<file path="src/inc/sector_decoder_consts.svh">
`ifndef SECTOR_DECODER_CONSTS_SVH
`define SECTOR_DECODER_CONSTS_SVH

// host bus widths
`define ADDR_W 16
`define PAGE_W 8
`define DATA_W 8

// reference window bounds
`define SRAM_LO 16'h0000
`define SRAM_HI 16'h1fff
`define CTRL_LO 16'h2000
`define CTRL_HI 16'h20ff
`define MAIN0_LO 16'h0000
`define MAIN0_HI 16'h3fff
`define MAIN1_LO 16'h4000
`define MAIN1_HI 16'h7fff
`define PAGED_LOW_LO 16'h8000
`define PAGED_LOW_HI 16'hbfff
`define PAGED_HIGH_LO 16'hc000
`define PAGED_HIGH_HI 16'hffff
`define SEC0_LO 16'h8000
`define SEC0_HI 16'h9fff
`define SEC1_LO 16'ha000
`define SEC1_HI 16'hbfff
`define SEC2_LO 16'hc000
`define SEC2_HI 16'hdfff
`define SEC3_LO 16'he000
`define SEC3_HI 16'hffff

// page values of the paged main sectors
`define PAGE_ANY 8'h00
`define MAIN_PAGE0 8'h00
`define MAIN_PAGE1 8'h01
`define MAIN_PAGE2 8'h02

// routing control register
`define ROUTING_OFFSET 8'he2
`define ROUTE_MAIN_DATA 4
`define ROUTE_SEC_DATA 3
`define ROUTE_MAIN_PROG 2
`define ROUTE_SEC_PROG 1
`define ROUTE_SRAM_PROG 0
`define ROUTE_W 5
`define ROUTE_INIT_DEFAULT 5'h0c
`define RDATA_IDLE 8'h00

`endif

</file>
<file path="src/inc/sector_decoder_pkg.sv">
package sector_decoder_pkg;

    // one host bus cycle
    typedef struct packed {
        logic [15:0] address;
        logic [7:0] page;
        logic fetch;
        logic read;
        logic write;
    } bus_cycle_t;

    // one window of the address map
    typedef struct packed {
        logic use_page;
        logic [7:0] page;
        logic [15:0] lo;
        logic [15:0] hi;
    } window_t;

    // final selects
    typedef struct packed {
        logic [7:0] main_flash_sector_select;
        logic [3:0] secondary_flash_segment_select;
        logic sram_select;
        logic control_select;
    } selects_t;

endpackage

</file>
<file path="src/verilog/memory_decode_logic.sv">
// Function
// - eight main flash sector selects, each a 16 KB address window
// - four secondary flash segment selects, each an 8 KB window
// - sram select for data addresses 0000h-1fffh, any page
// - control block select for data addresses 2000h-20ffh
// - paged main sectors 2-7 on pages 0,1,2: low 8000h, high c000h
// - main sectors 0,1 at 0000h-3fffh and 4000h-7fffh, any page
// - secondary segments at 8000h, a000h, c000h, e000h in data space
// - sram and control may overlap core internal ram and registers
// - map fixed by non-volatile configuration, not run-time writes
// - software moves flash between spaces via routing register
// - routing bits: 4 main data, 3 sec data, 2 main/1 sec/0 sram prog
// - initial routing loaded on the first clock after every reset release, 0ch while in reset
// - sram/control beat secondary, secondary beats main flash
`include "sector_decoder_consts.svh"

module memory_decode_logic (
    // clock and reset
    input wire logic ref_clk,
    input wire logic reset,
    // non-volatile configuration
    input wire logic [`ROUTE_W-1:0] route_init,
    // host bus cycle
    input wire sector_decoder_pkg::bus_cycle_t bus_cycle,
    // routing register port
    input wire logic [7:0] reg_addr,
    input wire logic [7:0] reg_wdata,
    input wire logic reg_write,
    input wire logic reg_read,
    output logic [7:0] reg_rdata,
    // selects
    output sector_decoder_pkg::selects_t selects,
    output logic [`ROUTE_W-1:0] routing
);
    // fixed map, constant like non-volatile configuration
    localparam sector_decoder_pkg::window_t MAIN_MAP [8] = '{
        '{1'b0, `PAGE_ANY, `MAIN0_LO, `MAIN0_HI},
        '{1'b0, `PAGE_ANY, `MAIN1_LO, `MAIN1_HI},
        '{1'b1, `MAIN_PAGE0, `PAGED_LOW_LO, `PAGED_LOW_HI},
        '{1'b1, `MAIN_PAGE0, `PAGED_HIGH_LO, `PAGED_HIGH_HI},
        '{1'b1, `MAIN_PAGE1, `PAGED_LOW_LO, `PAGED_LOW_HI},
        '{1'b1, `MAIN_PAGE1, `PAGED_HIGH_LO, `PAGED_HIGH_HI},
        '{1'b1, `MAIN_PAGE2, `PAGED_LOW_LO, `PAGED_LOW_HI},
        '{1'b1, `MAIN_PAGE2, `PAGED_HIGH_LO, `PAGED_HIGH_HI}
    };
    localparam sector_decoder_pkg::window_t SEC_MAP [4] = '{
        '{1'b0, `PAGE_ANY, `SEC0_LO, `SEC0_HI},
        '{1'b0, `PAGE_ANY, `SEC1_LO, `SEC1_HI},
        '{1'b0, `PAGE_ANY, `SEC2_LO, `SEC2_HI},
        '{1'b0, `PAGE_ANY, `SEC3_LO, `SEC3_HI}
    };
    localparam sector_decoder_pkg::window_t SRAM_WIN = '{1'b0, `PAGE_ANY, `SRAM_LO, `SRAM_HI};
    localparam sector_decoder_pkg::window_t CTRL_WIN = '{1'b0, `PAGE_ANY, `CTRL_LO, `CTRL_HI};

    logic [7:0] main_hit;
    logic [3:0] sec_hit;
    logic sram_hit;
    logic ctrl_hit;
    logic data_cycle;
    logic main_en;
    logic sec_en;
    logic sram_en;
    logic [7:0] main_sel;
    logic [3:0] sec_sel;
    logic sram_sel;
    logic ctrl_sel;
    logic high_win;
    logic sec_win;
    sector_decoder_pkg::selects_t next_selects;

    routing_control u_routing (
        .ref_clk(ref_clk),
        .reset(reset),
        .route_init(route_init),
        .reg_addr(reg_addr),
        .reg_wdata(reg_wdata),
        .reg_write(reg_write),
        .reg_read(reg_read),
        .reg_rdata(reg_rdata),
        .space_routing_control(routing)
    );

    genvar i;
    generate
        for (i = 0; i < 8; i++) begin : g_main
            window_match u_match (
                .address(bus_cycle.address),
                .page(bus_cycle.page),
                .window(MAIN_MAP[i]),
                .hit(main_hit[i])
            );
        end
        for (i = 0; i < 4; i++) begin : g_sec
            window_match u_match (
                .address(bus_cycle.address),
                .page(bus_cycle.page),
                .window(SEC_MAP[i]),
                .hit(sec_hit[i])
            );
        end
    endgenerate

    window_match u_sram (
        .address(bus_cycle.address),
        .page(bus_cycle.page),
        .window(SRAM_WIN),
        .hit(sram_hit)
    );

    window_match u_ctrl (
        .address(bus_cycle.address),
        .page(bus_cycle.page),
        .window(CTRL_WIN),
        .hit(ctrl_hit)
    );

    // strobe qualification through routing enables
    always_comb begin
        data_cycle = bus_cycle.read || bus_cycle.write;
        main_en = (bus_cycle.fetch && routing[`ROUTE_MAIN_PROG])
            || (data_cycle && routing[`ROUTE_MAIN_DATA]);
        sec_en = (bus_cycle.fetch && routing[`ROUTE_SEC_PROG])
            || (data_cycle && routing[`ROUTE_SEC_DATA]);
        sram_en = data_cycle
            || (bus_cycle.fetch && routing[`ROUTE_SRAM_PROG]);
        // control is external data space only, sram also on fetches with routing bit 0; core internal ones never show here
        sram_sel = sram_hit && sram_en;
        ctrl_sel = ctrl_hit && data_cycle;
        sec_sel = sec_en ? sec_hit : 4'h0;
        main_sel = main_en ? main_hit : 8'h00;
    end

    // priority resolution
    always_comb begin
        high_win = sram_sel || ctrl_sel;
        sec_win = |sec_sel;
        next_selects.sram_select = sram_sel;
        next_selects.control_select = ctrl_sel;
        next_selects.secondary_flash_segment_select = high_win ? 4'h0 : sec_sel;
        next_selects.main_flash_sector_select =
            (high_win || sec_win) ? 8'h00 : main_sel;
    end

    always_ff @(posedge ref_clk or posedge reset) begin
        if (reset) begin
            selects <= '0;
        end else begin
            selects <= next_selects;
        end
    end
endmodule // memory_decode_logic

</file>
<file path="src/verilog/routing_control.sv">
`include "sector_decoder_consts.svh"

module routing_control (
    // clock and reset
    input wire logic ref_clk,
    input wire logic reset,
    // non-volatile initial value
    input wire logic [`ROUTE_W-1:0] route_init,
    // register port
    input wire logic [7:0] reg_addr,
    input wire logic [7:0] reg_wdata,
    input wire logic reg_write,
    input wire logic reg_read,
    output logic [7:0] reg_rdata,
    // routing out
    output logic [`ROUTE_W-1:0] space_routing_control
);
    logic load_pending;

    // reload initial routing after every reset release
    always_ff @(posedge ref_clk or posedge reset) begin
        if (reset) begin
            load_pending <= 1'b1;
        end else begin
            load_pending <= 1'b0;
        end
    end

    always_ff @(posedge ref_clk or posedge reset) begin
        if (reset) begin
            space_routing_control <= `ROUTE_INIT_DEFAULT;
        end else if (load_pending) begin
            space_routing_control <= route_init;
        end else if (reg_write && reg_addr == `ROUTING_OFFSET) begin
            space_routing_control <= reg_wdata[`ROUTE_W-1:0];
        end
    end

    always_ff @(posedge ref_clk or posedge reset) begin
        if (reset) begin
            reg_rdata <= `RDATA_IDLE;
        end else if (reg_read && reg_addr == `ROUTING_OFFSET) begin
            reg_rdata <= {3'h0, space_routing_control};
        end else begin
            reg_rdata <= `RDATA_IDLE;
        end
    end
endmodule // routing_control

</file>
<file path="src/verilog/window_match.sv">
`include "sector_decoder_consts.svh"

module window_match (
    // bus cycle address
    input wire logic [`ADDR_W-1:0] address,
    input wire logic [`PAGE_W-1:0] page,
    // window
    input wire sector_decoder_pkg::window_t window,
    // result
    output logic hit
);
    always_comb begin
        hit = (address >= window.lo) && (address <= window.hi)
            && (!window.use_page || (page == window.page));
    end
endmodule // window_match
</file>
<file path="config.mk">
export PLATFORM = sky130hd
export DESIGN_NAME = memory_decode_logic
export DESIGN_NICKNAME = d
export VERILOG_FILES = /design/src/inc/sector_decoder_pkg.sv /design/src/verilog/memory_decode_logic.sv /design/src/verilog/routing_control.sv /design/src/verilog/window_match.sv
export VERILOG_INCLUDE_DIRS = /design/src /design/src/inc
export SDC_FILE = /design/constraint.sdc
export NUM_CORES = 1
export LEC_CHECK = 0
export ABC_AREA = 1
export BUFFER_PORTS_ARGS = -buffer_cell sky130_fd_sc_hd__buf_2
export CAP_MARGIN = 5
export CORE_MARGIN = 5
export CORE_UTILIZATION = 37
export DETAILED_ROUTE_END_ITERATION = 10
export GPL_TIMING_DRIVEN = 0
export SETUP_SLACK_MARGIN = 0.02
export SLEW_MARGIN = 15
export SYNTH_ARGS = -nofsm -noshare
export SYNTH_HDL_FRONTEND = slang
export SYNTH_HIERARCHICAL = 1
export SYNTH_SLANG_ARGS = --single-unit
</file>
<file path="constraint.sdc">
create_clock -name ref_clk -period 0.95 [get_ports ref_clk]
set_input_delay 0.19 -clock ref_clk [delete_from_list [all_inputs] [get_ports ref_clk]]
set_output_delay 0.19 -clock ref_clk [all_outputs]
set_load 0.02 [all_outputs]
</file>
# ---- Word level (Yosys, flattened, before mapping)
# Cells that the tools add are included.
dict set report totals {
  ff_bits 25
  latch_bits 0
  mem_bits_rw 0
  romBits 0
  wordCells 66
  n_memories 0
}
dict set report op_classes {
  n_addsub 0
  mul 0
  div_mod_pow 0
  order_cmp 15
  n_eq_ne 3
  shifts 0
  muxes 7
  bitwise 0
  n_reduce_logical 34
}
# op count
set ops {}
lappend ops {{$ge 16x16->1 const B} 4}
lappend ops {{$le 16x16->1 const B} 4}
lappend ops {{$le 16x14->1 const B} 2}
lappend ops {{$logic_and 1x1->1} 25}
lappend ops {{$ge 16x1->1 const B} 1}
lappend ops {{$ge 16x14->1 const B} 1}
lappend ops {{$ge 16x15->1 const B} 1}
lappend ops {{$le 16x13->1 const B} 1}
lappend ops {{$le 16x15->1 const B} 1}
lappend ops {{$mux 8} 2}
lappend ops {{$mux 5} 3}
lappend ops {{$eq 8x1->1 const B} 1}
lappend ops {{$eq 8x2->1 const B} 1}
lappend ops {{$eq 8x8->1 const B} 1}
lappend ops {{$logic_not 8->1} 1}
lappend ops {{$mux 4} 2}
lappend ops {{$logic_or 1x1->1} 6}
lappend ops {{$reduce_or 4->1} 1}
lappend ops {{$reduce_bool 2->1} 1}

# ---- Depth between registers and ports, before layout
dict set report depth {
  ltp_word 7
  depth_mapped 18
  depth_no_buf 18
}

# ---- Cells and area by module
# The synthesis kept the hierarchy.
# mod n_inst cells_each area_per_inst_um2 seq_area_each_um2
set by_module_without_submodules {}
lappend by_module_without_submodules {window_match 14 166 984.7 0.0}
lappend by_module_without_submodules {routing_control 1 71 586.8 279.0}
lappend by_module_without_submodules {memory_decode_logic 1 60 556.8 350.3}

# ---- Least setup slack after synthesis
# OpenSTA, ideal clock, no wires.
dict set report synth_path {
  path_kind {input to register}
  startpoint {in bus_cycle[18] (netlist name)}
  endpoint {reg selects[10] (netlist name)}
  setup_time_ns 0.118
  arrival_time_ns 1.384
  setup_slack_ns -0.551
  path_stages 13
  path_buffers 0
  cell_sequence {ha_1 > nand2_2 > o21a_2 > nand2_1 > nand2_1 > nand2_1 > nand2_1 > nor2_1 > inv_1 > nor2_1 > a21oi_2 > nand3_4 > nor2_1}
}
# item line_no
set synth_rtl {}
lappend synth_rtl {{from (decl)} memory_decode_logic.sv:24} ;# input wire sector_decoder_pkg::bus_cycle_t bus_cycle,
lappend synth_rtl {{to (signal assigned)} memory_decode_logic.sv:148} ;# selects <= next_selects;
lappend synth_rtl {{to (decl)} memory_decode_logic.sv:32} ;# output sector_decoder_pkg::selects_t selects,

==> impl_metrics.toml <==
[worst_setup_path]
cp_top_family = "compound AO/OA/AOI/OAI gates"
reg2reg_from = "u_routing/space_routing_control[2]"
regToRegEndpoint = "selects[10]"
path_class = "in -> reg"
critPathRequiredTime_ns = 1.12
rrSetupSlack_ns = -0.42
critPathBufInv = 1
cp-end-kind = "flop"
crit_chain = "bufbuf_16, ha_1, a21oi_1, o21ai_0, a21oi_1, a21oi_4, nor2_4, o21ai_2, nand3_4, nor2_1"
crit_fanout = 8
cp-start-kind = "input port"
cp.depth = 10
ff2ff_path_depth = 4
path_common_cell = "a21oi_1"
critPathArrivalTime_ns = 1.87
critical_path.max_stage_delay_ns = 0.31
cpMaxStageDelayCell = "ha_1"

[place]
place_congestion = 0.780
dp.final_hpwl_um = 27500
port_buffers = 72
dp_slack_ns = -1.80

[sta]
period_needed_ns = 1.71
rsz0062_at_grt = "true"
finalHoldViolations = 0
timing.final.crit_share = 1.80
worst_pin_slew_ns = 0.726
finalSetupViolCount = 43
max_slew_margin = 0.515
hold_ws_ns = 0.0299
max_freq_mhz = 586
tns_ns = -10.56
skew_ns = 0.0128
setup_ws_ns = -0.755
drv_slew = 0

[drt]
firstDrtPassIters = 5
first_iter_violations = 482
wl_per_cell_um = 11.7
wl_met1_um = 20000
drt-total-wl_um = 43300
ant_nets = 0
wl_met2_um = 21100
drc = 0
vias_per_cell = 4.16
vias = 15400
dr_wl_met3_um = 1260
routed.top_layer = "met5"

[pwr]
p_comb_frac = 0.777
clockPowerShare = 0.106
p_sw_mw = 4.98
p_seq_frac = 0.117
ir_worst_vdd_v = 0.000625
switching_share = 0.495
p_int_mw = 5.07
totalPowerFinal_mw = 10.1
power.leakage_nw = 12.5
p_per_area_nw_per_um2 = 495

[cells_and_area]
layout-drive-gt1-share = 0.0976
fin_util = 0.509
final_nets = 3666
area.growth.synth_to_final_pct = 35.9
final_cell_mix = "608 x inv_1, 592 x conb_1, 582 x nand2_1, 410 x ha_1, 178 x nor2_1"
final_common_cell = "inv_1"

[grt]
grt_max_degree = 29
grt_usage = 0.194
grt_pass1_wl_um = 69600
antenna_found_initial = 1
grt_pass1_vias = 14500
gr-total-overflow = 0

[logic_synthesis]
ys_ff_latch = 25
synthCells = 2455
yosysWarnings = 6
ys_types = 29
ys_seq_area_frac = 0.0422
synth.avg_cell_area_um2 = 6.08
syn_area_um2 = 14900

[clock_network]
htreeDepth = 1
clockBufferDepth = 2
clock_latency_ns = 0.28
root_buffer = "clkbuf_16"
tritoncts = "done"
clock-sinks = 25
path_clk_slew_ns = 0.09
cts_buffers = 3

[die]
start_util = 0.375
die_width_um = 211
num_io_pins = 79
dieHeight_um = 211
num_rows = 73
coreArea_um2 = 39800
die_area_um2 = 44500

[hold_path]
hold_path.class = "in -> async"

[status]
violations = "setup timing"
status = "complete, but fails checks"

[job]
drv_cap = 0
## Yosys cell counts
library cell | count | area, µm²
dfrtp_1 | 22 | 551
inv_2 | 15 | 56.3
nor2_1 | 201 | 754
a21oi_1 | 182 | 911
nand2_1 | 601 | 2260
conb_1 | 3 | 11.3
o21ai_2 | 2 | 17.5
a21o_1 | 14 | 105
a21oi_2 | 15 | 131
inv_1 | 617 | 2320
ha_1 | 448 | 5610
nand3_4 | 2 | 35.0
nor3_1 | 14 | 70.1
nand3_1 | 75 | 375
buf_6 | 1 | 11.3
or2_1 | 28 | 175
xnor2_1 | 56 | 490
dfstp_2 | 3 | 78.8
nand4_1 | 28 | 175
o21a_2 | 14 | 123
nand3_2 | 1 | 10.0
or2_0 | 28 | 175
nor2_4 | 2 | 22.5
nand2_4 | 1 | 11.3
buf_4 | 3 | 22.5
o21ai_1 | 1 | 5.00
o21ai_0 | 43 | 215
nand2_2 | 34 | 213
nor2_2 | 1 | 6.26
## metrics by stage
step	cells	instance area, µm²
3_5_place_dp	3641	18400
5_1_grt	3690	20300
3_3_place_gp	3641	18400
6_report	3691	20300
4_1_cts	3687	20000
2_1_floorplan	3044	17400
## cell families after synthesis
family	count (synthesis)	share of synthesized area
AO/OA/AOI/OAI	271	0.101
adder cells (fa/ha/maj)	448	0.375
buffers and inverters	636	0.161
AND/OR/NAND/NOR	1016	0.287
flip-flops	25	0.0422
XOR/XNOR	56	0.0329
other	3	0.000754
## worst max path at each step
stage / slack, ns / from / to
final: -0.76 / bus_cycle[26] / selects[9]
after global placement: -1.80 / bus_cycle[18] / selects[10]
after floorplan: -0.50 / bus_cycle[23] / selects[10]
after global routing: -0.84 / bus_cycle[26] / selects[12]
after CTS: -0.69 / bus_cycle[11] / selects[11]
after detailed placement: -1.80 / bus_cycle[22] / selects[10]
## power by group through the flow
| stage | Combinational, mW | Clock (mW) | Sequential, mW |
|---|---|---|---|
| global route | 9.12 | 1.13 | 1.18 |
| floorplan | 4.86 | 0 | 1.24 |
| finish | 7.81 | 1.07 | 1.18 |
| global placement | 6.36 | 0 | 1.19 |
| CTS | 7.47 | 1.09 | 1.18 |
| detailed placement | 6.61 | 0 | 1.19 |
## area by class of cell
class | count | area, µm²
Sequential cell | 25 | 629
Clock buffer | 3 | 75.1
Antenna cell | 1 | 2.50
Buffer | 4 | 33.8
Tap cell | 525 | 657
Timing Repair Buffer | 117 | 1710
Multi-Input combinational cell | 2383 | 14800
Inverter | 632 | 2410
Clock inverter | 1 | 7.51
Fill cell | 4076 | 19500
## what timing repair did
item                                    CTS  global route
resized for setup                       187            50
endpoints found under the setup margin   43            43
gates cloned                             19             2
pin swaps                                43            43
setup buffers                            22             1
endpoints found under the hold margin     8             0
hold buffers                              1             0
## flip-flops by register name, indices dropped and copies added, names as in the netlist
register / count
u_routing/space_routing_control: 5
selects: 14
u_routing/reg_rdata: 5
u_routing/load_pending: 1
## routing by layer
metal / vias up / track usage
met2: 154 / 0.360
li1: 8481 / -
met4: 2 / 0.0420
met3: 56 / 0.0143
met5: - / 0
met1: 6658 / 0.247
No activity file was read; power rests on OpenSTA's default activity.
